<file path="config.mk">
export PLATFORM = sky130hd
export DESIGN_NAME = isb_bus_if
export DESIGN_NICKNAME = d
export VERILOG_FILES = /design/src/hw/isb_pkg.sv /design/src/hw/isb_sync.sv /design/src/hw/isb_irq_drive.sv /design/src/hw/isb_bus_if.sv
export SDC_FILE = /design/constraint.sdc
export NUM_CORES = 1
export LEC_CHECK = 0
export ABC_AREA = 1
export CORE_ASPECT_RATIO = 1.2
export CORE_UTILIZATION = 49
export CTS_BUF_LIST = sky130_fd_sc_hd__clkbuf_8
export CTS_CLUSTER_SIZE = 25
export DETAILED_ROUTE_END_ITERATION = 7
export DONT_BUFFER_PORTS = 1
export PLACE_DENSITY = 0.75
export SKIP_LAST_GASP = 1
export SLEW_MARGIN = 20
export SYNTH_ARGS = -nofsm -noshare
export SYNTH_HDL_FRONTEND = slang
export SYNTH_SLANG_ARGS = --single-unit
</file>
<file path="constraint.sdc">
create_clock -name core_clk -period 4.5 [get_ports core_clk]
set_input_delay 0.675 -clock core_clk [delete_from_list [all_inputs] [get_ports core_clk]]
set_output_delay 0.675 -clock core_clk [all_outputs]
set_load 0.01 [all_outputs]
</file>
<file path="src/hw/isb_pkg.sv">
// Shared constants, register map and carrier types of the expansion bus slave.
// Assumes a single core clock; all pin-side signals are sampled by that clock.
package isb_pkg;

    // Register byte offsets on the register bus
    localparam logic [7:0] OFS_CTRL = 8'h00;
    localparam logic [7:0] OFS_IOBASE = 8'h04;
    localparam logic [7:0] OFS_MEMBASE = 8'h08;
    localparam logic [7:0] OFS_ROMBASE = 8'h0C;
    localparam logic [7:0] OFS_RDDATA = 8'h10;
    localparam logic [7:0] OFS_WRDATA = 8'h14;
    localparam logic [7:0] OFS_WRADDR = 8'h18;
    localparam logic [7:0] OFS_STATUS = 8'h1C;
    localparam logic [7:0] OFS_MASK = 8'h20;
    localparam logic [7:0] OFS_PINSTAT = 8'h24;

    // Control register fields
    localparam int CTRL_IOMODE = 0;
    localparam int CTRL_IRQENC = 1;
    localparam int CTRL_CHRDYALT = 2;
    localparam int CTRL_WAIT_LSB = 4;
    localparam int CTRL_IRQSEL_LSB = 8;
    localparam logic [10:0] CTRL_RST = 11'h020;

    // Address decode positions
    localparam int IO_WIN_LSB = 4;
    localparam int MEM_WIN_LSB = 14;
    localparam int REGION_LSB = 17;
    localparam int ROM_WIN_LSB = 14;

    // Reset values of base registers
    localparam logic [11:0] IOBASE_RST = 12'h030;
    localparam logic [9:0] MEMBASE_RST = 10'h000;
    localparam logic [5:0] ROMBASE_RST = 6'h00;

    typedef enum logic [2:0] {
        ST_IDLE = 3'b001,
        ST_WAIT = 3'b010,
        ST_HOLD = 3'b100
    } isb_state_t;

    // One bit per kind of host access; also the status and mask layout
    typedef struct packed {
        logic romRd;
        logic memRd;
        logic memWr;
        logic portRd;
        logic portWr;
    } isb_evt_t;

    // Pin inputs as seen after the synchroniser
    typedef struct packed {
        logic [19:0] addr;
        logic [6:0] upper;
        logic ale;
        logic sbheN;
        logic memWrN;
        logic memRdN;
        logic lowMemWrN;
        logic lowMemRdN;
        logic portWrN;
        logic portRdN;
        logic dma;
        logic width;
        logic busClk;
        logic busRst;
        logic [15:0] data;
    } isb_pins_t;

    // Idle level of every pin: strobes and high enable high, all else low
    localparam isb_pins_t PINS_IDLE = 55'h7F00000;

endpackage

</file>
<file path="src/hw/isb_sync.sv">
// Two flip-flop synchroniser for a bundle of pin inputs.
// Assumes the inputs are asynchronous to core_clk and change slowly against it.
`timescale 1ns/10ps
module isb_sync #(
    parameter int WIDTH = 8,
    parameter logic [WIDTH-1:0] RST_VAL = '0
) (
    input wire logic core_clk,
    input wire logic reset_n,
    input wire logic [WIDTH-1:0] asyncIn,
    output logic [WIDTH-1:0] syncOut
);
    logic [WIDTH-1:0] stage1_ff;
    logic [WIDTH-1:0] stage2_ff;

    always_ff @(posedge core_clk or negedge reset_n) begin
        if (!reset_n) begin
            stage1_ff <= RST_VAL;
            stage2_ff <= RST_VAL;
        end else begin
            stage1_ff <= asyncIn;
            stage2_ff <= stage1_ff;
        end
    end

    assign syncOut = stage2_ff;
endmodule

</file>
<file path="src/hw/isb_irq_drive.sv">
// Drives the four interrupt request pins from one interrupt level.
// Assumes sel and encoded come from configuration on the same clock.
`timescale 1ns/10ps
module isb_irq_drive (
    input wire logic core_clk,
    input wire logic reset_n,
    input wire logic irqLevel,
    input wire logic encoded,
    input wire logic [2:0] sel,
    output logic [3:0] irqOutputs
);
    logic [3:0] irqOut_ff;
    logic [3:0] nxt_irqOut;

    // Direct lines or 3-bit code plus strobe
    always_comb begin
        nxt_irqOut = 4'h0;
        if (encoded) begin
            nxt_irqOut = {irqLevel, sel};
        end else begin
            nxt_irqOut[sel[1:0]] = irqLevel;
        end
    end

    always_ff @(posedge core_clk or negedge reset_n) begin
        if (!reset_n) begin
            irqOut_ff <= 4'h0;
        end else begin
            irqOut_ff <= nxt_irqOut;
        end
    end

    assign irqOutputs = irqOut_ff;
endmodule

</file>
<file path="src/hw/isb_bus_if.sv">
// Slave side of the 16/8-bit expansion bus with an APB register port.
// Assumes every bus pin is asynchronous to core_clk; open-collector pins are
// resolved outside from the output enables.
// Contract
// - Capture low 20 address bits at latch fall
// - Sample seven upper bits at latch fall
// - Drive data bus only for own reads
// - High byte enable steers upper lane
// - Wide memory ack inside 128K region
// - Wide port ack on 16-bit port answer
// - Full memory strobes drive memory map in 16-bit
// - Low strobes in 8-bit, full in 16-bit
// - Boot ROM uses low strobes always
// - Port read and write strobes answered
// - Bus reset idles bus side, clears status, keeps config
// - Hold channel ready low for waits
// - Interrupt pins direct or coded plus strobe
// - Width input high selects 16-bit mode
// - Bus clock used only when configured
`timescale 1ns/10ps
module isb_bus_if (
    input wire logic core_clk,
    input wire logic reset_n,
    input wire logic [7:0] paddr,
    input wire logic psel,
    input wire logic penable,
    input wire logic pwrite,
    input wire logic [31:0] pwdata,
    output logic [31:0] prdata,
    output logic pready,
    output logic pslverr,
    input wire logic [19:0] latchedAddr,
    input wire logic [6:0] unlatchedUpperAddr,
    input wire logic addrLatchStrobe,
    input wire logic highByteEnableN,
    input wire logic memWriteStrobeN,
    input wire logic memReadStrobeN,
    input wire logic lowMemWriteStrobeN,
    input wire logic lowMemReadStrobeN,
    input wire logic portWriteStrobeN,
    input wire logic portReadStrobeN,
    input wire logic dmaActive,
    input wire logic widthSelect,
    input wire logic hostBusClock,
    input wire logic hostBusReset,
    input wire logic [15:0] sysDataBusIn,
    output logic [15:0] sysDataBusOut,
    output logic [1:0] sysDataBusOe,
    output logic wideMemAckOut,
    output logic wideMemAckOe,
    output logic widePortAckOut,
    output logic widePortAckOe,
    output logic channelReadyOut,
    output logic channelReadyOe,
    output logic [3:0] irqOutputs,
    output logic irq
);
    isb_pkg::isb_pins_t rawPins;
    isb_pkg::isb_pins_t sp;
    isb_pkg::isb_state_t stateFf;
    isb_pkg::isb_state_t nxt_state;
    isb_pkg::isb_evt_t kindFf;
    isb_pkg::isb_evt_t nxt_kind;
    isb_pkg::isb_evt_t statusFf;
    isb_pkg::isb_evt_t maskFf;
    isb_pkg::isb_evt_t evtSet;
    logic [10:0] ctrlFf;
    logic [11:0] ioBaseFf;
    logic [9:0] memBaseFf;
    logic [5:0] romBaseFf;
    logic [15:0] rdDataFf;
    logic [15:0] wrDataFf;
    logic [19:0] addrLFf;
    logic [6:0] upperLFf;
    logic aleDlyFf;
    logic busClkDlyFf;
    logic [3:0] waitCntFf;
    logic [15:0] dataOutFf;
    logic [1:0] laneFf;
    logic [31:0] prdataFf;
    logic pslverrFf;
    logic aleFall;
    logic busClkRise;
    logic waitTick;
    logic ioMode;
    logic wideMode;
    logic ioHit;
    logic memHit;
    logic romHit;
    logic regionHit;
    logic strobeHeld;
    logic apbWr;
    logic apbRd;
    logic [31:0] rdMux;
    logic rdMuxErr;

    // Lane mapping of a host write into a 16-bit word
    function automatic logic [15:0] laneIn(input logic [15:0] bus, input logic wide,
                                           input logic a0, input logic sbheN);
        laneIn = bus;
        if (!wide && a0) begin
            laneIn = {bus[7:0], 8'h00};
        end else if (wide && a0 && !sbheN) begin
            laneIn = {bus[15:8], 8'h00};
        end
    endfunction

    // Lane enables of a host read: low lane only in 8-bit mode; in 16-bit, low lane for even bytes, high lane on enable
    function automatic logic [1:0] laneEn(input logic wide, input logic a0, input logic sbheN);
        if (!wide) begin
            laneEn = 2'b01;
        end else begin
            laneEn = {!sbheN, !a0};
        end
    endfunction

    assign rawPins = '{addr: latchedAddr, upper: unlatchedUpperAddr, ale: addrLatchStrobe,
                       sbheN: highByteEnableN, memWrN: memWriteStrobeN,
                       memRdN: memReadStrobeN, lowMemWrN: lowMemWriteStrobeN,
                       lowMemRdN: lowMemReadStrobeN, portWrN: portWriteStrobeN,
                       portRdN: portReadStrobeN, dma: dmaActive, width: widthSelect,
                       busClk: hostBusClock, busRst: hostBusReset, data: sysDataBusIn};

    isb_sync #(
        .WIDTH($bits(isb_pkg::isb_pins_t)),
        .RST_VAL(isb_pkg::PINS_IDLE)
    ) u_sync (
        .core_clk(core_clk),
        .reset_n(reset_n),
        .asyncIn(rawPins),
        .syncOut(sp)
    );

    assign ioMode = ctrlFf[isb_pkg::CTRL_IOMODE];
    assign wideMode = sp.width;
    assign aleFall = aleDlyFf && !sp.ale;
    assign busClkRise = sp.busClk && !busClkDlyFf;
    // Bus clock paces waits only when configured
    assign waitTick = ctrlFf[isb_pkg::CTRL_CHRDYALT] ? busClkRise : 1'b1;

    // Address decode
    assign regionHit = upperLFf == memBaseFf[6:0];
    assign ioHit = ioMode && addrLFf[15:isb_pkg::IO_WIN_LSB] == ioBaseFf[11:isb_pkg::IO_WIN_LSB];
    assign memHit = !ioMode && regionHit &&
                    addrLFf[16:isb_pkg::MEM_WIN_LSB] == memBaseFf[9:7];
    assign romHit = addrLFf[19:isb_pkg::ROM_WIN_LSB] == romBaseFf;

    // Qualified access request of each kind
    always_comb begin
        nxt_kind = '0;
        if (!sp.dma) begin
            nxt_kind.portWr = ioHit && !sp.portWrN;
            nxt_kind.portRd = ioHit && !sp.portRdN;
            // Full strobes in 16-bit mode, low strobes in 8-bit mode
            nxt_kind.memWr = memHit && (wideMode ? !sp.memWrN : !sp.lowMemWrN);
            nxt_kind.memRd = memHit && (wideMode ? !sp.memRdN : !sp.lowMemRdN);
            nxt_kind.romRd = romHit && !memHit && !sp.lowMemRdN;
        end
    end

    always_comb begin
        unique case (1'b1)
            kindFf.portWr: strobeHeld = !sp.portWrN;
            kindFf.portRd: strobeHeld = !sp.portRdN;
            kindFf.memWr: strobeHeld = wideMode ? !sp.memWrN : !sp.lowMemWrN;
            kindFf.memRd: strobeHeld = wideMode ? !sp.memRdN : !sp.lowMemRdN;
            kindFf.romRd: strobeHeld = !sp.lowMemRdN;
            default: strobeHeld = 1'b0;
        endcase
    end

    // Access sequencer
    always_comb begin
        nxt_state = stateFf;
        unique case (stateFf)
            isb_pkg::ST_IDLE: begin
                if (|nxt_kind) begin
                    nxt_state = (ctrlFf[7:4] != 4'h0) ? isb_pkg::ST_WAIT : isb_pkg::ST_HOLD;
                end
            end
            isb_pkg::ST_WAIT: begin
                if (waitTick && waitCntFf == 4'h1) begin
                    nxt_state = isb_pkg::ST_HOLD;
                end
            end
            isb_pkg::ST_HOLD: begin
                if (!strobeHeld) begin
                    nxt_state = isb_pkg::ST_IDLE;
                end
            end
            default: nxt_state = isb_pkg::ST_IDLE;
        endcase
    end

    // Host bus reset acts as a synchronous reset of the bus side
    always_ff @(posedge core_clk or negedge reset_n) begin
        if (!reset_n) begin
            stateFf <= isb_pkg::ST_IDLE;
            kindFf <= '0;
            waitCntFf <= 4'h0;
        end else if (sp.busRst) begin
            stateFf <= isb_pkg::ST_IDLE;
            kindFf <= '0;
            waitCntFf <= 4'h0;
        end else begin
            stateFf <= nxt_state;
            if (stateFf == isb_pkg::ST_IDLE && |nxt_kind) begin
                kindFf <= nxt_kind;
                waitCntFf <= ctrlFf[7:4];
            end else if (stateFf == isb_pkg::ST_WAIT && waitTick) begin
                waitCntFf <= waitCntFf - 4'h1;
            end
        end
    end

    // Address capture at the falling edge of the latch strobe
    always_ff @(posedge core_clk or negedge reset_n) begin
        if (!reset_n) begin
            aleDlyFf <= 1'b0;
            busClkDlyFf <= 1'b0;
            addrLFf <= 20'h00000;
            upperLFf <= 7'h00;
        end else begin
            aleDlyFf <= sp.ale;
            busClkDlyFf <= sp.busClk;
            if (aleFall) begin
                addrLFf <= sp.addr;
                upperLFf <= sp.upper;
            end
        end
    end

    // Read data and lane choice, loaded as the access is taken
    always_ff @(posedge core_clk or negedge reset_n) begin
        if (!reset_n) begin
            dataOutFf <= 16'h0000;
            laneFf <= 2'b00;
        end else if (stateFf == isb_pkg::ST_IDLE && |nxt_kind) begin
            laneFf <= laneEn(wideMode, addrLFf[0], sp.sbheN);
            if (!wideMode && addrLFf[0]) begin
                dataOutFf <= {8'h00, rdDataFf[15:8]};
            end else begin
                dataOutFf <= rdDataFf;
            end
        end
    end

    // Host write data, sampled each cycle of the hold state while the write strobe is held
    always_ff @(posedge core_clk or negedge reset_n) begin
        if (!reset_n) begin
            wrDataFf <= 16'h0000;
        end else if (stateFf == isb_pkg::ST_HOLD && strobeHeld &&
                     (kindFf.portWr || kindFf.memWr)) begin
            wrDataFf <= laneIn(sp.data, wideMode, addrLFf[0], sp.sbheN);
        end
    end

    assign evtSet = (stateFf == isb_pkg::ST_HOLD && !strobeHeld) ? kindFf : '0;

    // Pin drive: data only on own reads, open-collector pins pulled low only
    assign sysDataBusOut = dataOutFf;
    assign sysDataBusOe = (stateFf == isb_pkg::ST_HOLD && strobeHeld &&
                           (kindFf.portRd || kindFf.memRd || kindFf.romRd)) ? laneFf : 2'b00;
    assign wideMemAckOut = 1'b0;
    assign wideMemAckOe = wideMode && !ioMode && regionHit && !sp.dma;
    assign widePortAckOut = 1'b0;
    assign widePortAckOe = wideMode && ioHit && !sp.dma && !addrLFf[0] && !sp.sbheN &&
                           (!sp.portRdN || !sp.portWrN);
    assign channelReadyOut = 1'b0;
    assign channelReadyOe = stateFf == isb_pkg::ST_WAIT;

    // Register bus
    assign apbWr = psel && penable && pwrite;
    assign apbRd = psel && penable && !pwrite;

    always_ff @(posedge core_clk or negedge reset_n) begin
        if (!reset_n) begin
            ctrlFf <= isb_pkg::CTRL_RST;
            ioBaseFf <= isb_pkg::IOBASE_RST;
            memBaseFf <= isb_pkg::MEMBASE_RST;
            romBaseFf <= isb_pkg::ROMBASE_RST;
            rdDataFf <= 16'h0000;
            maskFf <= '0;
        end else if (apbWr) begin
            unique case (paddr)
                isb_pkg::OFS_CTRL: ctrlFf <= pwdata[10:0];
                isb_pkg::OFS_IOBASE: ioBaseFf <= pwdata[11:0];
                isb_pkg::OFS_MEMBASE: memBaseFf <= pwdata[9:0];
                isb_pkg::OFS_ROMBASE: romBaseFf <= pwdata[5:0];
                isb_pkg::OFS_RDDATA: rdDataFf <= pwdata[15:0];
                isb_pkg::OFS_MASK: maskFf <= pwdata[4:0];
                default: ;
            endcase
        end
    end

    // Sticky status; a read clears it, a new event in that cycle wins
    always_ff @(posedge core_clk or negedge reset_n) begin
        if (!reset_n) begin
            statusFf <= '0;
        end else if (sp.busRst) begin
            statusFf <= '0;
        end else if (apbRd && paddr == isb_pkg::OFS_STATUS) begin
            // Clears only the bits reported in this read
            statusFf <= evtSet | (statusFf & ~prdataFf[4:0]);
        end else begin
            statusFf <= statusFf | evtSet;
        end
    end

    always_comb begin
        rdMux = 32'h0000_0000;
        rdMuxErr = 1'b0;
        unique case (paddr)
            isb_pkg::OFS_CTRL: rdMux = {21'h000000, ctrlFf};
            isb_pkg::OFS_IOBASE: rdMux = {20'h00000, ioBaseFf};
            isb_pkg::OFS_MEMBASE: rdMux = {22'h000000, memBaseFf};
            isb_pkg::OFS_ROMBASE: rdMux = {26'h0000000, romBaseFf};
            isb_pkg::OFS_RDDATA: rdMux = {16'h0000, rdDataFf};
            isb_pkg::OFS_WRDATA: rdMux = {16'h0000, wrDataFf};
            isb_pkg::OFS_WRADDR: rdMux = {5'h00, upperLFf, addrLFf};
            isb_pkg::OFS_STATUS: rdMux = {27'h0000000, statusFf};
            isb_pkg::OFS_MASK: rdMux = {27'h0000000, maskFf};
            isb_pkg::OFS_PINSTAT: rdMux = {24'h000000, sp.dma, wideMode, 3'h0, stateFf};
            default: rdMuxErr = 1'b1;
        endcase
    end

    // Read data and error are registered in the setup phase
    always_ff @(posedge core_clk or negedge reset_n) begin
        if (!reset_n) begin
            prdataFf <= 32'h0000_0000;
            pslverrFf <= 1'b0;
        end else if (psel && !penable) begin
            prdataFf <= pwrite ? 32'h0000_0000 : rdMux;
            pslverrFf <= rdMuxErr;
        end
    end

    assign prdata = prdataFf;
    assign pslverr = psel && penable && pslverrFf;
    assign pready = 1'b1;
    assign irq = |(statusFf & maskFf);

    isb_irq_drive u_irq (
        .core_clk(core_clk),
        .reset_n(reset_n),
        .irqLevel(irq),
        .encoded(ctrlFf[isb_pkg::CTRL_IRQENC]),
        .sel(ctrlFf[10:8]),
        .irqOutputs(irqOutputs)
    );
endmodule

</file>
## Yosys cells after proc, flatten, opt, wreduce, memory -nomap -nowiden

Index checks and enable logic that the tools add are counted.
Widths: inputs -> output; s select.

| storage, ports and cells | value |
|---|---|
| register bits after elaboration | 287 |
| logic and storage cells | 164 |

| cells by class | value |
|---|---|
| $add $sub $neg | 1 |
| magnitude comparators | 2 |
| equality and inequality tests | 20 |
| muxes and demuxes | 30 |
| bitwise operators | 6 |
| reductions and logical operators | 71 |

Operators by type and width:

| kind | number |
|---|---|
| $pmux 27 s10 | 1 |
| $logic_and 1x1->1 | 36 |
| $eq 8x5->1 const B | 4 |
| $mux 16 | 2 |
| $mux 32 | 1 |
| $mux 5 | 6 |
| $logic_not 1->1 | 17 |
| $eq 8x4->1 const B | 2 |
| $eq 8x6->1 const B | 2 |
| $mux 4 | 4 |
| $mux 3 | 5 |
| $eq 12x8->1 | 1 |
| $reduce_and 2->1 | 6 |
| $and 5x5->5 | 2 |
| $or 5x5->5 | 2 |
| $reduce_or 10->1 | 1 |
| $reduce_or 5->1 | 2 |
| $pmux 3 s3 | 1 |
| $eq 8x3->1 const B | 1 |
| $logic_not 8->1 | 1 |
| $mux 8 | 1 |
| $eq 7x7->1 | 1 |
| $eq 6x6->1 | 1 |
| $ne 3x2->1 const B | 2 |
| other kinds (20) | 28 |

## Depth between registers and ports, before layout

Gate-level depths: netlist (run 1).

| depth | value |
|---|---|
| depth after elaboration | 11 |
| gate-level depth with buffers | 15 |
| gate-level depth less buffers | 15 |

## Hierarchy

Synthesis (run 1) repeated with hierarchy kept, for this count alone.

| unflattened totals | value |
|---|---|
| cell total of the unflattened synthesis | 1166 |
| area, all modules | 11213.3 sq um |

By module, submodules not included:

| module | instances | cells an instance | area each (sq um) | seq. area each (sq um) |
|---|---|---|---|---|
| isb_bus_if | 1 | 1034 | 8271.7 | 4209.0 |
| isb_sync | 1 | 110 | 2770.2 | 2770.2 |
| isb_irq_drive | 1 | 22 | 171.4 | 100.1 |

## Worst setup path after synthesis (run 1)

No wires, ideal clock.

| timing path | value |
|---|---|
| path kind | reg2out |
| start | register ioBaseFf[5] |
| end | output widePortAckOe |
| arrival | 1.398 ns |
| setup slack | 2.427 ns |
| stages on the path, launching flop included | 9 |
| cell sequence | dfstp_2 inv_1 nand2_1 nand2_1 nor2_1 nand2_1 nor2_1 nand3_1 nor4_1 |

| on the way | value |
|---|---|
| longest elaborated chain between the ends | 7 |

Ends and longest elaborated chain:

| what | line | text |
|---|---|---|
| start, declared | isb_bus_if.sv:68 | `logic [11:0] ioBaseFf;` |
| start signal, assigned | isb_bus_if.sv:279 | `ioBaseFf <= isb_pkg::IOBASE_RST;` |
| start signal, assigned | isb_bus_if.sv:287 | `isb_pkg::OFS_IOBASE: ioBaseFf <= pwdata[11:0];` |
| $eq 12x8->1 | isb_bus_if.sv:143 | `assign ioHit = ioMode && addrLFf[15:isb_pkg::IO_WIN_LSB] == ioBaseFf[11:isb_pkg::IO_WIN_LSB];` |
| $logic_and 1x1->1 | isb_bus_if.sv:143 |  |
| $logic_and 1x1->1 (5 in a row) | isb_bus_if.sv:267 | `assign widePortAckOe = wideMode && ioHit && !sp.dma && !addrLFf[0] && !sp.sbheN &&` |
| end, declared | isb_bus_if.sv:52 | `output logic widePortAckOe,` |

Every way passes these cells.

## Worst setup path in the final report (run 1)

Same ends and word-level chain as after synthesis.

==> results of run 1 <==
-- registers in the layout, indices dropped and copies added (netlist names), 6 cells and up --
signal and flops:
u_sync.stage1_ff 55, u_sync.syncOut 55, prdata 27, addrLFf 20, rdDataFf 16, sysDataBusOut 16, wrDataFf 16, ioBaseFf 12
ctrlFf 11, memBaseFf 10, upperLFf 7, romBaseFf 6
-- final timing paths --
path	start	end	slack (ns)	cells past startpoint
min in group core_clk	lowMemReadStrobeN	u_sync.stage1_ff[22]$_DFF_PN1_	0.11	0
min reg2reg	u_sync.stage1_ff[10]$_DFF_PN0_	u_sync.syncOut[10]$_DFF_PN0_	0.33	0
min	reset_n	stateFf[2]$_DFFE_PN0P_	-0.17	0
max reg2reg	ioBaseFf[5]$_DFFE_PN1P_	sysDataBusOut[6]$_DFFE_PN0P_	2.11	12
max in group asynchronous	reset_n	u_sync.stage1_ff[14]$_DFF_PN0_	4.16	0
max	ioBaseFf[5]$_DFFE_PN1P_	widePortAckOe	1.49	8
-- layer usage --
metal,global-route usage,wire [microns]
met1,0.314,11400
met5,0,0
met4,0.0827,739
met3,0.0526,1900
met2,0.385,13000
-- power breakdown --
part           switching, mW  internal (mW)  total [mW]
registers             0.0829           2.66        2.74
logic                  0.150         0.0846       0.234
clock network          0.999           1.33        2.33
-- synth_stat cells (6+ instances only) --
master	n	area, sq um
a21oi_1	43	215
buf_2	9	45.0
buf_4	9	67.6
clkbuf_1	23	86.3
dfrtp_1	264	6610
dfstp_2	18	473
inv_1	109	409
mux2_2	12	135
nand2_1	294	1100
nand2_2	6	37.5
nand3_1	47	235
nand4_1	9	56.3
nor2_1	56	210
nor3_1	8	40.0
o211ai_1	9	67.6
o21ai_0	117	586
o21ai_1	13	65.1
o22ai_1	12	75.1
o41ai_1	7	61.3
or2_2	9	56.3
xnor2_1	7	61.3
-- cell usage in the layout, fill, tap and decap left out, types with 13 or more instances in the layout --
| cell type | instances |
|---|---|
| nand2_1 | 294 |
| dfrtp_1 | 264 |
| inv_1 | 120 |
| o21ai_0 | 117 |
| clkbuf_8 | 61 |
| nor2_1 | 56 |
| nand3_1 | 47 |
| a21oi_1 | 42 |
| dfstp_2 | 18 |
| o21ai_1 | 13 |
-- cell families (layout without fill, tap and decap cells) --
logic type / after synthesis / count (layout) / synth area share
xor+xnor: 12 / 12 / 0.00944
flops: 282 / 282 / 0.636
mux: 15 / 15 / 0.0152
compound gates: 213 / 213 / 0.105
simple gates: 447 / 447 / 0.170
fa+ha+maj: 2 / 2 / 0.00225
other cells: 2 / 9 / 0.000675
buf+inv: 161 / 201 / 0.0605
-- final cells by class --
cell class,instances,area (sq um),share of cell area
repair buffers,5,37.5,0.00305
clock buffers,61,840,0.0683
well taps,279,349,0.0284
clock inverters,20,154,0.0125
multi-input cells,698,3410,0.277
inverters,115,433,0.0352
flip-flops and latches,282,7080,0.576
-- through the flow --
stage	hold WS (ns)	instance area [sq um]	utilization	total power [mW]	setup WS [ns]
finish	-0.169	12300	0.550	5.30	1.49
floorplan	0.331	11200	-	2.95	2.43
detailed placement	0.335	11300	0.505	3.02	1.55
global route	-0.186	12300	0.550	5.50	1.32
CTS	-0.208	12300	0.550	5.33	1.46
global placement	0.333	11300	0.505	3.01	1.61
==> results by group, run 1 <==
Final layout
  – Filler instances: 1988
  – Layout cells sized above 1: 0.116
  – Finished Layout Cells: 1460
  – Inserted Diodes: 0
  – Area Growth Syn to Fin: 10.5%
  – Fin nets: 1248

Logic synthesis
  – Mapped Cells: 1134
  – Number of synthesized flops with an enable pin: 0
  – Synth Register Bits: 282
  – Synth unique cells: 43
  – Synth Cell Area: 11100 sq um
  – Mapped Avg Cell Area: 9.81 sq um
  – Main synth FF type: dfrtp_1
  – Syn. warnings: 0
  – Part of the Yosys area used for sequential elements: 0.636
  – Share of synthesized registers carrying an async set or reset: 1.00

Critical path
  – CP dominant cell by count: nand2_1
  – CP startpoint kind: flop
  – CP cell instances: inv_1, nand2_1, nand2_1, nor2_1, nand2_1, nor2_1, nand3_1, nor4_1
  – Arrival time worst endpoint: 2.33 ns
  – Critical Path End Type: output pin
  – WP data required: 3.83 ns
  – Type of the worst setup path: flop to output pin
  – CP peak stage delay: 0.54 ns
  – CP max stage cell: dfstp_2
  – Crit-path leading delay family: simple AND/OR/NAND/NOR gates
  – Worst-path fanout max: 3
  – CP Buf/Inv Count: 1

Die
  – Initial Util: 0.497
  – Core area: 22400 sq um
  – Die span in y: 167 microns
  – Die Area: 23300 sq um
  – # IOs: 163
  – Row Count: 60
  – DIE WIDTH: 140 microns

STA
  – Post-route clock period utilization: 0.668
  – Worst rel slew slack: 0.376
  – Post-layout minimum cycle time: 3.01 ns
  – Hold WS: -0.169 ns
  – Slew @ Worst Pin: 0.930 ns
  – F_max: 0.333 GHz
  – Post-Route Skew: 0.0327 ns
  – RSZ-0062 raised after global routing: no
  – Final Slew Violations: 0
  – Final setup TNS: 0 ns
  – Final hold viol count: 265
  – Setup violators final: 0

Global route
  – Largest net degree at the start of global routing: 283
  – GRT Residual Overflow: 0
  – Vias in the first global route: 7470
  – Initial antenna violation count: 0
  – All-Layer GR Usage: 0.236
  – First-pass GRT wire length: 41800 microns

Place
  – Hpwl dp: 18900 microns
  – Dpl cells: 1379
  – Placer Congestion: 0.906
  – I/O Buffers: 0

Drt
  – DRT iter0 DRCs: 767
  – Via count: 7877
  – Routed wire length: 27100 microns
  – Routed wire per std cell: 18.5 microns
  – DR vias/cell: 5.40
  – TritonRoute pass-1 iters: 6
  – Post-DRT Antenna Nets: 0
  – DRC viols: 0

CTS
  – Clock buffer count from CTS: 44
  – Clk sinks: 282
  – Post-cts sizing count: 0
  – Setup Buffers After CTS: 0
  – Clock Path Buffers: 3
  – Worst skew pair latency: 0.56 ns
  – Clock transition at path regs: 0.06 ns
  – CTS Root Cell: clkbuf_8
  – CTS tree: built
  – H-tree levels: 2

Outcome
  – Status: finished with violations
  – Failing checks: negative hold slack

Pwr
  – IR drop worst, VDD: 0.000333 V
  – P_leak: 5.79 nW
  – Pwr/cell area: 431 nW/um^2

Min path
  – Min-Delay Path Class: primary input to async pin

Flow run
  – Max_cap viols: 0
Note: power is estimated with default switching activity, not from simulation.
==> run 2: changes to the inputs <==
Settings changed: PLACE_DENSITY 0.75 to 0.77.
Clock period 4.5 ns to 2.45 ns, I/O delays scaled along.
==> run 2 against run 1 <==
Against the previous run:
- the flow still finishes with violations (negative hold slack)
- hold slack worse by 0.33 ns
- global-route usage up 1.0 points
- via count up 6.7%
- flip-flop and latch count unchanged
- critical path type unchanged
- critical endpoint unchanged
==> results by group, run 2 (synthesized netlist as in run 1, its figures left out) <==
Outcome
  – Status: finished with violations
  – Failing checks: negative hold slack

Die
  – Row Count: 60 (unchanged)
  – Core area: 22400 sq um (unchanged)
  – DIE WIDTH: 140 microns (unchanged)
  – # IOs: 163 (unchanged)
  – Initial Util: 0.497 (unchanged)
  – Die span in y: 167 microns (unchanged)
  – Die Area: 23300 sq um (unchanged)

Final layout
  – Inserted Diodes: 0 (unchanged)
  – Fin nets: 1342 (+7.5%)
  – Finished Layout Cells: 1553 (+6.4%)
  – Final instance area: 13200 sq um (+7.3%)
  – Area of the multi-input gates: 3460 sq um (+1.6%)
  – Reg area: 7080 sq um (about the same)
  – Layout cells sized above 1: 0.143 (+0.0269)
  – Area Growth Syn to Fin: 18.6%
  – Commonest non-fill, non-tap cell in the layout: nand2_1
  – Filler instances: 1885 (-5.2%)
  – Most frequent cells in the layout: nand2_1 (293), dfrtp_1 (263), inv_1 (116), o21ai_0 (116)

STA
  – Final Slew Violations: 0 (unchanged)
  – Post-route clock period utilization: 0.984
  – Slew @ Worst Pin: 1.03 ns (+0.0990 ns)
  – Final hold viol count: 282 (+6.4%)
  – Setup violators final: 0 (unchanged)
  – RSZ-0062 raised after global routing: yes
  – Post-layout minimum cycle time: 2.41 ns
  – Post-Route Skew: 0.0257 ns (-0.00703 ns)
  – Hold WS: -0.494 ns (-0.326 ns)
  – F_max: 0.415 GHz
  – Worst rel slew slack: 0.313 (-0.0626)

Critical path
  – CP cell instances: nor2_1, nand4_1, nor2_2, nand3_2, nor4_4, buf_4
  – CP peak stage delay: 0.42 ns (-0.12 ns)
  – WP data required: 2.08 ns (-1.75 ns)
  – CP max stage cell: dfrtp_1
  – Arrival time worst endpoint: 2.04 ns (-0.29 ns)
  – Worst-path fanout max: 3 (unchanged)
  – CP startpoint kind: flop
  – Type of the worst setup path: flop to output pin
  – Critical Path End Type: output pin

CTS
  – Clock transition at path regs: 0.07 ns (about the same)
  – Worst skew pair latency: 0.56 ns (about the same)
  – H-tree levels: 2 (unchanged)
  – Clock buffer count from CTS: 43 (-2.3%)
  – Clock Path Buffers: 3 (unchanged)
  – Clk sinks: 282 (unchanged)
  – Cts hold-fix bufs: 61
  – CTS Root Cell: clkbuf_8
  – CTS tree: built

Pwr
  – Sequential power share: 0.512 (-0.005)
  – Switching power share of the total: 0.233 (+0.000678)
  – Pwr/cell area: 745 nW/um^2 (+73%)
  – P_leak: 6.19 nW (+6.8%)
  – Post-layout power: 9.84 mW (+85%)
  – Comb power frac: 0.056 (+0.012)
  – Psw: 2.29 mW (+86%)
  – IR drop worst, VDD: 0.000600 V (+80%)
  – Int Power: 7.55 mW (+85%)
  – Clock network power share: 0.432 (-0.007)

Drt
  – DR vias/cell: 5.41 (+0.29%)
  – Post-DRT Antenna Nets: 0 (unchanged)
  – DRC viols: 0 (unchanged)
  – DRT iter0 DRCs: 799 (+4.2%)
  – Via count: 8403 (+6.7%)
  – TritonRoute pass-1 iters: 5 (-1)
  – Routed wire length: 28800 microns (+6.4%)
  – Routed wire per std cell: 18.5 microns (about the same)

Min path
  – Min-Delay Path Class: primary input to async pin

Global route
  – First-pass GRT wire length: 43700 microns (+4.6%)
  – All-Layer GR Usage: 0.247 (+0.0102)
  – GRT Residual Overflow: 0 (unchanged)
  – Largest net degree at the start of global routing: 283 (unchanged)
  – Initial antenna violation count: 0 (unchanged)
  – Vias in the first global route: 8093 (+8.3%)

Place
  – Dpl cell area: 11500 sq um (+1.6%)
  – Placer Congestion: 0.918 (+1.4%)
  – Hpwl dp: 19400 microns (+2.2%)
  – Dpl cells: 1403 (+1.7%)
  – I/O Buffers: 0 (unchanged)

Flow run
  – Max_cap viols: 0 (unchanged)
-- run 2: per-layer routing --
| layer | wire (microns) | GRT usage |
|---|---|---|
| met1 | 11600 | 0.320 |
| met2 | 14100 | 0.402 |
| met3 | 2140 | 0.0477 |
| met4 | 1000 | 0.114 |
| met5 | 0 | 0 |
-- run 2: final timing paths --
path / start / endpoint / slack [ns] / depth (start not counted)
setup / recovery: addrLFf[13]$_DFFE_PN0P_ / widePortAckOe / 0.04 / 6
hold / removal: reset_n / busClkDlyFf$_DFF_PN0_ / -0.49 / 0
min in group core_clk: pwdata[10] / ctrlFf[10]$_DFFE_PN0P_ / 0.04 / 2
hold reg to reg: u_sync.stage1_ff[30]$_DFF_PN0_ / u_sync.syncOut[30]$_DFF_PN0_ / 0.34 / 0
setup reg to reg: addrLFf[13]$_DFFE_PN0P_ / laneFf[1]$_DFFE_PN0P_ / 0.14 / 11
max in group asynchronous: reset_n / u_sync.stage1_ff[3]$_DFF_PN0_ / 2.40 / 0
-- run 2: metrics by stage --
step           worst slack, ns  TNS [ns]   util  hold slack (ns)
6_report                0.0390         0  0.590           -0.494
5_1_grt                -0.0663   -0.0905  0.590           -0.517
4_1_cts                -0.0340   -0.0849  0.587           -0.514
3_5_place_dp             0.124         0  0.513           0.0818
3_3_place_gp             0.210         0  0.513           0.0810
2_1_floorplan            0.684         0      -           0.0719
-- run 2: cell type report --
| cell class | instances | share of cell area |
|---|---|---|
| Sequential cell | 282 | 0.537 |
| Timing Repair Buffer | 99 | 0.0679 |
| Tap cell | 279 | 0.0265 |
| Clock buffer | 61 | 0.0636 |
| Multi-Input combinational cell | 699 | 0.262 |
| Inverter | 115 | 0.0331 |
| Clock inverter | 18 | 0.0101 |
-- run 2: power by group through the flow --
stage / Combinational, mW / Sequential [mW] / Clock [mW]
final: 0.551 / 5.04 / 4.25
after global routing: 0.605 / 5.05 / 4.52
after CTS: 0.530 / 5.03 / 4.33
after detailed placement: 0.442 / 5.12 / 0
after global placement: 0.433 / 5.11 / 0
after floorplan: 0.344 / 5.07 / 0
-- run 2: repair_timing --
item | CTS | global route
endpoints found under the hold margin | 350 | 282
pin swaps | 5 | 8
cloned | 0 | 1
setup buffers | 4 | 5
endpoints found under the setup margin | 1 | 13
resized for setup | 7 | 8
-- run 2: worst max-delay path, delay by kind of cell (launching register included) --
kind / cells / cell delay, ns
simple gates: 5 / 0.92
buf+inv: 1 / 0.17
flops: 1 / 0.42
==> run 3: changes to the inputs <==
Settings changed: BUFFER_PORTS_ARGS set to -buffer_cell sky130_fd_sc_hd__clkbuf_2, DONT_BUFFER_PORTS 1 to not set, PLACE_DENSITY 0.77 to 0.84.
==> run 3 against run 2 <==
Against the previous run:
- first-iteration DRC count is 9.5% lower
- clock power is 7.8% lower
- via count grew 5.4%
- largest cell class unchanged
- design area up 4.8%
- cell count is 8.4% higher
- sequential share of layout area fell by 2.4 points
- flip-flop and latch count unchanged
- core utilization rose by 2.8 points
- count of clock-buffer cells in the layout is 5 lower
- the run now ends clean
- highest routed layer unchanged
- hold slack gained 0.52 ns
- sequential power hardly changed
==> results by group, run 3 (synthesized netlist as in run 1, its figures left out) <==
Outcome
  – Status: finished clean

STA
  – Hold WS: 0.0224 ns (+0.517 ns)
  – Slew @ Worst Pin: 0.987 ns (-0.0419 ns)
  – Post-Route Skew: 0.0263 ns (+0.000654 ns)
  – Setup violators final: 0 (unchanged)
  – RSZ-0062 raised after global routing: yes
  – Final hold viol count: 0 (-100%)
  – Worst rel slew slack: 0.341 (+0.0279)
  – Post-route clock period utilization: 0.995 (+0.0109)
  – Post-layout minimum cycle time: 2.44 ns (+0.0268 ns)
  – F_max: 0.410 GHz (-1.1%)
  – Worst Slack Setup Final: 0.0121 ns (-0.0268 ns)
  – Final Slew Violations: 0 (unchanged)

Pwr
  – IR drop worst, VDD: 0.000471 V (-21%)
  – P_leak: 6.76 nW (+9.2%)
  – Pwr/cell area: 701 nW/um^2 (-6.0%)
  – Post-layout power: 9.69 mW (-1.5%)

Drt
  – DR vias/cell: 5.26 (-2.8%)
  – Via count: 8859 (+5.4%)
  – Routed wire length: 29500 microns (+2.4%)
  – TritonRoute pass-1 iters: 5 (unchanged)
  – Post-DRT Antenna Nets: 0 (unchanged)
  – DRT iter0 DRCs: 723 (-9.5%)
  – Routed wire per std cell: 17.5 microns (-5.5%)
  – DRC viols: 0 (unchanged)

Global route
  – All-Layer GR Usage: 0.258 (+0.0113)
  – Largest net degree at the start of global routing: 77 (-73%)
  – First-pass GRT wire length: 45700 microns (+4.5%)
  – GRT Residual Overflow: 0 (unchanged)
  – Initial antenna violation count: 0 (unchanged)
  – Vias in the first global route: 8648 (+6.9%)

CTS
  – Worst skew pair latency: 0.56 ns (about the same)
  – Clock Path Buffers: 3 (unchanged)
  – CTS Root Cell: clkbuf_8
  – Clk sinks: 282 (unchanged)
  – CTS tree: built
  – Clock transition at path regs: 0.07 ns (about the same)
  – H-tree levels: 2 (unchanged)
  – Clock buffer count from CTS: 43 (unchanged)

Flow run
  – Max_cap viols: 0 (unchanged)

Die
  – Die Area: 23300 sq um (unchanged)
  – DIE WIDTH: 140 microns (unchanged)
  – Die span in y: 167 microns (unchanged)
  – Row Count: 60 (unchanged)
  – Initial Util: 0.497 (unchanged)
  – Core area: 22400 sq um (unchanged)
  – # IOs: 163 (unchanged)

Final layout
  – Fin nets: 1478 (+10%)
  – Area Growth Syn to Fin: 24.3%
  – Most frequent cells in the layout: nand2_1 (294), dfrtp_1 (263), clkbuf_2 (134)
  – Inserted Diodes: 0 (unchanged)
  – Layout cells sized above 1: 0.224 (+0.0813)
  – Commonest non-fill, non-tap cell in the layout: nand2_1
  – Final instance area: 13800 sq um (+4.8%)

Place
  – Dpl cell area: 12200 sq um (+6.6%)
  – Placer Congestion: 0.944 (+2.8%)
  – Place WS: 0.176 ns (+0.0521 ns)
  – I/O Buffers: 137 (+137)
  – Hpwl dp: 20100 microns (+3.9%)

Min path
  – Min-Delay Path Class: primary input to flop

Critical path
  – CP startpoint kind: flop
  – FF-to-FF End: wrDataFf[14]$_DFFE_PN0P_
  – Critical path launch point: addrLFf[14]$_DFFE_PN0P_
  – FF-to-FF path depth: 5 (-6)
  – WP data required: 2.08 ns (about the same)
  – Worst-path fanout max: 5 (+2)
  – Type of the worst setup path: flop to output pin
  – Arrival time worst endpoint: 2.07 ns (+0.03 ns)
  – Crit path to: widePortAckOe
  – Worst R2R Start: addrLFf[0]$_DFFE_PN0P_
  – Critical Path End Type: output pin
  – Reg-to-reg setup timing slack: 0.14 ns (about the same)
-- run 3: cell types whose count changed in the layout (fill, tap and decap cells not counted), moves of 4 or more --
cell / before / now
clkbuf_2: 0 / 134
dlygate4sd3_1: 61 / 56
buf_12: 0 / 4
clkbuf_8: 61 / 56
-- run 3: per-layer routing --
layer	up-vias	track usage	share of wire
met5	-	0	0
met4	0	0.143	0.047
li1	4151	-	-
met2	359	0.422	0.49
met3	94	0.0437	0.060
met1	4255	0.328	0.41
-- run 3: area by class of cell --
class                           count  area, sq um
Clock buffer                       56          771
Clock inverter                     18          108
Multi-Input combinational cell    699         3460
Timing Repair Buffer              235         1620
Fill cell                        1776         8540
Tap cell                          279          349
Inverter                          115          433
Sequential cell                   282         7080
-- run 3: worst min path at each step --
stage	start	to	cells after the start
finish	pwdata[13]	rdDataFf[13]$_DFFE_PN0P_	2
global route	pwdata[13]	rdDataFf[13]$_DFFE_PN0P_	2
CTS	pwdata[13]	rdDataFf[13]$_DFFE_PN0P_	2
detailed placement	reset_n	u_sync.syncOut[16]$_DFF_PN0_	1
global placement	reset_n	u_sync.syncOut[16]$_DFF_PN0_	1
floorplan	reset_n	addrLFf[0]$_DFFE_PN0P_	0
-- run 3: stage by stage --
stage,setup TNS (ns),util,cells
floorplan,0,-,1141
global placement,0,0.547,1543
detailed placement,0,0.547,1543
CTS,-0.0488,0.614,1677
global route,-0.132,0.618,1684
finish,0,0.618,1684
-- run 3: critical path: stages (launching register included) --
cell     delay [ns]
dfrtp_1        0.48
nor2_1         0.14
nand4_1        0.14
nor2_2         0.31
nand3_4        0.13
nor4_4         0.15
buf_2          0.17
-- run 3: what timing repair did --
item                                   4_1_cts  5_1_grt
endpoints found under the hold margin       92        0
hold buffers                                56        0
setup endpoints to repair                    4       10
cloned                                       0        1
pin swaps                                    5        8
buffers inserted                             4        6
gates resized for setup                      7       10
-- run 3: report_power, final --
part           internal, mW  switching [mW]
logic                 0.304           0.445
registers              4.89           0.134
clock network          2.15            1.77
